**config.mk**
```make
export PLATFORM = sky130hd
export DESIGN_NAME = sxa_alu
export DESIGN_NICKNAME = d
export VERILOG_FILES = /design/src/design/sxa_pkg.sv /design/src/design/sxa_op_if.sv /design/src/design/sxa_compute.sv /design/src/design/sxa_alu.sv
export SDC_FILE = /design/constraint.sdc
export NUM_CORES = 1
export LEC_CHECK = 0
export BUFFER_PORTS_ARGS = -buffer_cell sky130_fd_sc_hd__buf_2
export CAP_MARGIN = 10
export CORE_UTILIZATION = 53
export CTS_BUF_LIST = sky130_fd_sc_hd__clkbuf_4 sky130_fd_sc_hd__clkbuf_8
export CTS_CLUSTER_SIZE = 20
export DETAILED_ROUTE_END_ITERATION = 8
export PLACE_DENSITY = 0.87
export SLEW_MARGIN = 5
export SYNTH_ARGS = -nofsm -noshare
export SYNTH_HDL_FRONTEND = slang
export SYNTH_SLANG_ARGS = --single-unit
export TNS_END_PERCENT = 100
```
**constraint.sdc**
```tcl
create_clock -name clk -period 3 [get_ports clk]
set_input_delay 0.15 -clock clk [delete_from_list [all_inputs] [get_ports clk]]
set_output_delay 0.15 -clock clk [all_outputs]
set_load 0.1 [all_outputs]
```
**src/design/sxa_pkg.sv**
```systemverilog
// Purpose: Constants and types for the subtract, exclusive-OR and nibble-exchange datapath
// Assumes: One core clock; decoder issues one operation per valid pulse
// Notes: All values are named here once
// How it works
// - Subtraction is register minus accumulator; borrow flags are set when no borrow occurs.
// - target_select 0 sends a register-operand result to the accumulator, 1 to the register.
// - Register exclusive-OR combines accumulator and register and touches only the zero flag.
// - Nibble exchange swaps the two halves of the register and leaves all flags alone.
// - Literal exclusive-OR mixes the accumulator with an 8-bit literal into the accumulator.
package sxa_pkg;
    localparam int DATA_W = 8;
    localparam int NIB_W = 4;
    localparam int ADDR_W = 7;
    localparam logic [7:0] ACC_RST = 8'h00;
    localparam logic FLAG_RST = 1'b0;
    localparam logic TARGET_ACC = 1'b0;
    localparam logic TARGET_REG = 1'b1;

    typedef enum logic [1:0] {
        SXA_OP_MINUS = 2'b00,
        SXA_OP_XOR_REG = 2'b01,
        SXA_OP_SWAP = 2'b11,
        SXA_OP_XOR_LIT = 2'b10
    } sxa_op_e;

    typedef logic [7:0] sxa_byte_t;
endpackage

```
**src/design/sxa_op_if.sv**
```systemverilog
// Purpose: Carries operands and results between the top and its compute unit
// Assumes: Purely combinational traffic
// Notes: None
`timescale 1ns/1ps
interface sxa_op_if;
    sxa_pkg::sxa_op_e op;
    sxa_pkg::sxa_byte_t reg_val;
    sxa_pkg::sxa_byte_t acc_val;
    sxa_pkg::sxa_byte_t lit_val;
    sxa_pkg::sxa_byte_t result;
    logic borrow;
    logic nib_borrow;
    logic upd_borrow;
    logic upd_zero;
    modport top (output op, output reg_val, output acc_val, output lit_val,
        input result, input borrow, input nib_borrow, input upd_borrow, input upd_zero);
    modport unit (input op, input reg_val, input acc_val, input lit_val,
        output result, output borrow, output nib_borrow, output upd_borrow, output upd_zero);
endinterface

```
**src/design/sxa_compute.sv**
```systemverilog
// Purpose: Combinational result and flag computation for the four operations
// Assumes: Operands stable when sampled by the top
// Notes: Borrow flags are active-high "no borrow" as on this core
`timescale 1ns/1ps
module sxa_compute (
    sxa_op_if.unit bus
);
    logic [8:0] diff;
    logic [4:0] ndiff;

    always_comb begin
        diff = {1'b0, bus.reg_val} - {1'b0, bus.acc_val};
        ndiff = {1'b0, bus.reg_val[3:0]} - {1'b0, bus.acc_val[3:0]};
        bus.result = 8'h00;
        bus.upd_borrow = 1'b0;
        bus.upd_zero = 1'b0;
        unique case (bus.op)
            sxa_pkg::SXA_OP_MINUS: begin
                bus.result = diff[7:0];
                bus.upd_borrow = 1'b1;
                bus.upd_zero = 1'b1;
            end
            sxa_pkg::SXA_OP_XOR_REG: begin
                bus.result = bus.acc_val ^ bus.reg_val;
                bus.upd_zero = 1'b1;
            end
            sxa_pkg::SXA_OP_SWAP: begin
                bus.result = {bus.reg_val[3:0], bus.reg_val[7:4]};
            end
            sxa_pkg::SXA_OP_XOR_LIT: begin
                bus.result = bus.acc_val ^ bus.lit_val;
                bus.upd_zero = 1'b1;
            end
        endcase
        // Top bit of the widened difference is the borrow; flag means no borrow
        bus.borrow = ~diff[8];
        bus.nib_borrow = ~ndiff[4];
    end
endmodule

```
**src/design/sxa_alu.sv**
```systemverilog
// Purpose: Top of the datapath; holds accumulator and flags, issues register write-back
// Assumes: op_valid is a one-cycle pulse from the decoder with operands valid alongside
// Notes: Write-back to the register file is a registered one-cycle strobe
`timescale 1ns/1ps
module sxa_alu (
    input wire logic clk,
    input wire logic arst_n,
    input wire logic op_valid,
    input wire logic [1:0] op_code,
    input wire logic target_select,
    input wire logic [6:0] reg_addr,
    input wire logic [7:0] reg_data,
    input wire logic [7:0] literal,
    output logic [7:0] accum,
    output logic borrow_out_flag,
    output logic nibble_borrow_flag,
    output logic result_null_flag,
    output logic reg_wr_en,
    output logic [6:0] reg_wr_addr,
    output logic [7:0] reg_wr_data
);
    sxa_op_if opi ();

    sxa_compute u_compute (
        .bus(opi)
    );

    logic [7:0] acc_q, acc_d;
    logic c_q, c_d, nb_q, nb_d, z_q, z_d;
    logic we_q, we_d;
    logic [6:0] wa_q, wa_d;
    logic [7:0] wd_q, wd_d;
    logic to_reg;

    ////////////////////////////////////////////////////////////////////////
    assign opi.op = sxa_pkg::sxa_op_e'(op_code);
    assign opi.reg_val = reg_data;
    assign opi.acc_val = acc_q;
    assign opi.lit_val = literal;

    always_comb begin
        acc_d = acc_q;
        c_d = c_q;
        nb_d = nb_q;
        z_d = z_q;
        we_d = 1'b0;
        wa_d = wa_q;
        wd_d = wd_q;
        // Literal form has no register operand, so it ignores target_select
        to_reg = (target_select == sxa_pkg::TARGET_REG) &&
                 (opi.op != sxa_pkg::SXA_OP_XOR_LIT);
        if (op_valid) begin
            if (to_reg) begin
                we_d = 1'b1;
                wa_d = reg_addr;
                wd_d = opi.result;
            end else begin
                acc_d = opi.result;
            end
            if (opi.upd_borrow) begin
                c_d = opi.borrow;
                nb_d = opi.nib_borrow;
            end
            if (opi.upd_zero) begin
                z_d = (opi.result == 8'h00);
            end
        end
    end

    always_ff @(posedge clk or negedge arst_n) begin
        if (!arst_n) begin
            acc_q <= sxa_pkg::ACC_RST;
            c_q <= sxa_pkg::FLAG_RST;
            nb_q <= sxa_pkg::FLAG_RST;
            z_q <= sxa_pkg::FLAG_RST;
            we_q <= 1'b0;
            wa_q <= 7'h00;
            wd_q <= 8'h00;
        end else begin
            acc_q <= acc_d;
            c_q <= c_d;
            nb_q <= nb_d;
            z_q <= z_d;
            we_q <= we_d;
            wa_q <= wa_d;
            wd_q <= wd_d;
        end
    end

    ////////////////////////////////////////////////////////////////////////
    assign accum = acc_q;
    assign borrow_out_flag = c_q;
    assign nibble_borrow_flag = nb_q;
    assign result_null_flag = z_q;
    assign reg_wr_en = we_q;
    assign reg_wr_addr = wa_q;
    assign reg_wr_data = wd_q;
endmodule

```
==> results.yml <==
timing:
  setup_viol: 0
  fin_skew_ns: 0.00671
  maxSlewViolCount: 0
  final.setup.tns_ns: 0
  rsz0062_at_grt: "false"
  tightest_slew_ns: 0.695
  finalCritPeriodShare_pct: 85.8
  slew_headroom_pct: 53.7
  period_needed_ns: 2.57
  hold_viol_final: 2
  fmax_mhz: 389
  hold_slack_ns: -0.00533
logic_synthesis:
  synth-seq-cells: 27
  synth.net_count: 228
  synth.distinct_cells: 37
  syn-instance-count: 185
  netlist.area_leader.share_pct: 38.6
  yosys.area.top_type: "dfrtp_1"
  netlist_area_um2: 1750
  ys_seq_area_share_pct: 38.6
  syn_area_per_cell_um2: 9.46
  synth_area_leaders: "dfrtp_1, ha_1, nand2_1, xnor2_1, mux2i_1"
  ys_warn_count: 0
floorplan:
  chipWidth_um: 59.5
  rows: 20
  core_um2: 3100
  die-height_um: 59.5
  io_pins: 56
  floorplan.die_area_um2: 3530
  initial_core_util_pct: 56.4
cells_and_area:
  layout_commonest_cell: "buf_2"
  fin_nets: 285
  drive_gt1_share_pct: 29.9
  regArea_um2: 676
  area_growth_pct: 20.9
  antenna_cells: 0
  final_cells: 285
  final_cell_mix: "buf_2, nand2_1, dfrtp_1"
  multi_input_area_um2: 977
  n_fill_cell: 278
clock_tree:
  cts.sinks: 27
  ctsHtreeMaxLevel: 1
  cts_setup_buffers: 0
  cts_made_buffers: 3
  cts_buffer_depth: 2
  tritoncts: "built"
  clock_latency_ns: 0.33
  cts_root_buf: "clkbuf_4"
  clk_pin_slew_ns: 0.15
worst_hold_path:
  hp-class: "primary input to flop"
global_route:
  antenna_found_initial: 0
  grt_pass1_wl_um: 6500
  first_global_vias: 1397
  grt_use_total_pct: 24.6
  grt_max_degree: 28
  gr-total-overflow: 0
drt:
  num_vias: 1561
  routed_via_density: 5.48
  drc: 0
  wl_per_cell_um: 14.7
  wl_um: 4200
  ant_nets: 0
  drt_pass1_iterations: 4
  dr.first_iter.drc_count: 79
pwr:
  vdd_ir_drop_max_v: 0.000718
  power.density_nw_per_um2: 948
  power.leakage_nw: 1.07
  power_mw: 2.00
critical_path:
  worstPathArrival_ns: 2.82
  end_kind: "flop"
  crit_required_ns: 3.24
  path_max_fanout: 4
  worstSetupStartpointType: "flop"
  path_class: "flop to flop"
placement:
  dpl.hpwl_um: 3180
  placed_cells: 278
  gp_congestion: 0.950
  portBuffers: 55
run:
  maxCapViolCount: 0
run_status:
  violations: "hold timing"
  outcome: "finished, violations left"
final timing paths:
check                              endpoint  slack, ns  cells past startpoint            from
setup / recovery           result_null_flag       0.43                      9        accum[0]
hold / removal               reg_wr_addr[2]     -0.005                      3     reg_addr[2]
setup reg to reg           result_null_flag       0.43                      9        accum[0]
hold reg to reg              reg_wr_addr[6]       0.49                      2  reg_wr_addr[6]
max in group asynchronous          accum[2]       2.29                      2          arst_n
min in group asynchronous    reg_wr_addr[6]       0.33                      2          arst_n
sequential cells by signal (all words and copies together) (netlist names):
signal,count
reg_wr_data,8
reg_wr_en,1
borrow_out_flag,1
reg_wr_addr,7
result_null_flag,1
nibble_borrow_flag,1
accum,8
kinds of logic after synthesis:
family                     synth area share, %
and+or+nand+nor                           13.2
adders and majority gates                 10.4
DFF                                       38.6
xor gates and xnor gates                  5.51
buffers and inverters                     5.51
muxes                                     9.08
AOI/OAI and AO/OA                         17.7
final cells by class:
cell class	count	area share, %
inverter	15	2.66
tap	44	2.60
multi-input combinational	135	46.2
clock inverter	1	0.355
timing repair buffer	60	15.1
sequential	27	32.0
clock buffer	3	1.07
stage by stage:
step	cell area [um^2]	setup slack, ns	hold slack, ns	util (%)
after floorplan	1750	0.0268	-0.146	-
after global placement	2050	0.625	0.183	66.2
after detailed placement	2050	0.466	0.187	66.2
after CTS	2090	0.463	0.00184	67.5
after global routing	2110	0.176	0.00839	68.1
final	2110	0.427	-0.00533	68.1
per-layer routing:
layer / vias up / part of all wire, % / track usage (%)
li1: 756 / - / -
met1: 743 / 43 / 34.3
met2: 56 / 50 / 40.0
met3: 6 / 5.3 / 2.84
met4: 0 / 1.0 / 7.48
met5: - / 0 / 0
worst max-delay path, cell delays in order (launching register included):
cell and delay (ns):
dfrtp_1 0.42, ha_1 0.23, inv_1 0.07, fa_1 0.41
a211oi_1 0.32, o21bai_1 0.12, a21oi_1 0.24, xor2_1 0.17
a21oi_1 0.13, o41ai_2 0.37
power by group:
group          switching (mW)  leakage (nW)  internal (mW)
Clock                   0.114        0.0139         0.0511
Combinational            1.01         0.717          0.295
Sequential             0.0727         0.334          0.456
Total                    1.20          1.07          0.803
cells in the mapped netlist, drive strengths merged:
master / n
a211oi: 1
a21o: 3
a21oi: 10
a221o: 1
a221oi: 5
a22o: 1
a32oi: 1
and2: 1
buf: 3
clkbuf: 5
dfrtp: 27
fa: 1
ha: 13
inv: 15
mux2: 7
mux2i: 8
nand2: 35
nand2b: 1
nand3: 2
nand3b: 1
nand4: 2
nand4b: 1
nand4bb: 1
nor2: 4
nor2b: 2
o2111ai: 1
o21ai: 16
o21bai: 1
o221ai: 2
o2bb2ai: 1
o41ai: 1
or3b: 1
xnor2: 10
xor2: 1
repair_timing:
action | in CTS | in global routing
hold buffers | 1 | 2
gates resized for setup | 0 | 0
hold endpoints to repair | 27 | 2
(Power assumes the default switching activity.)
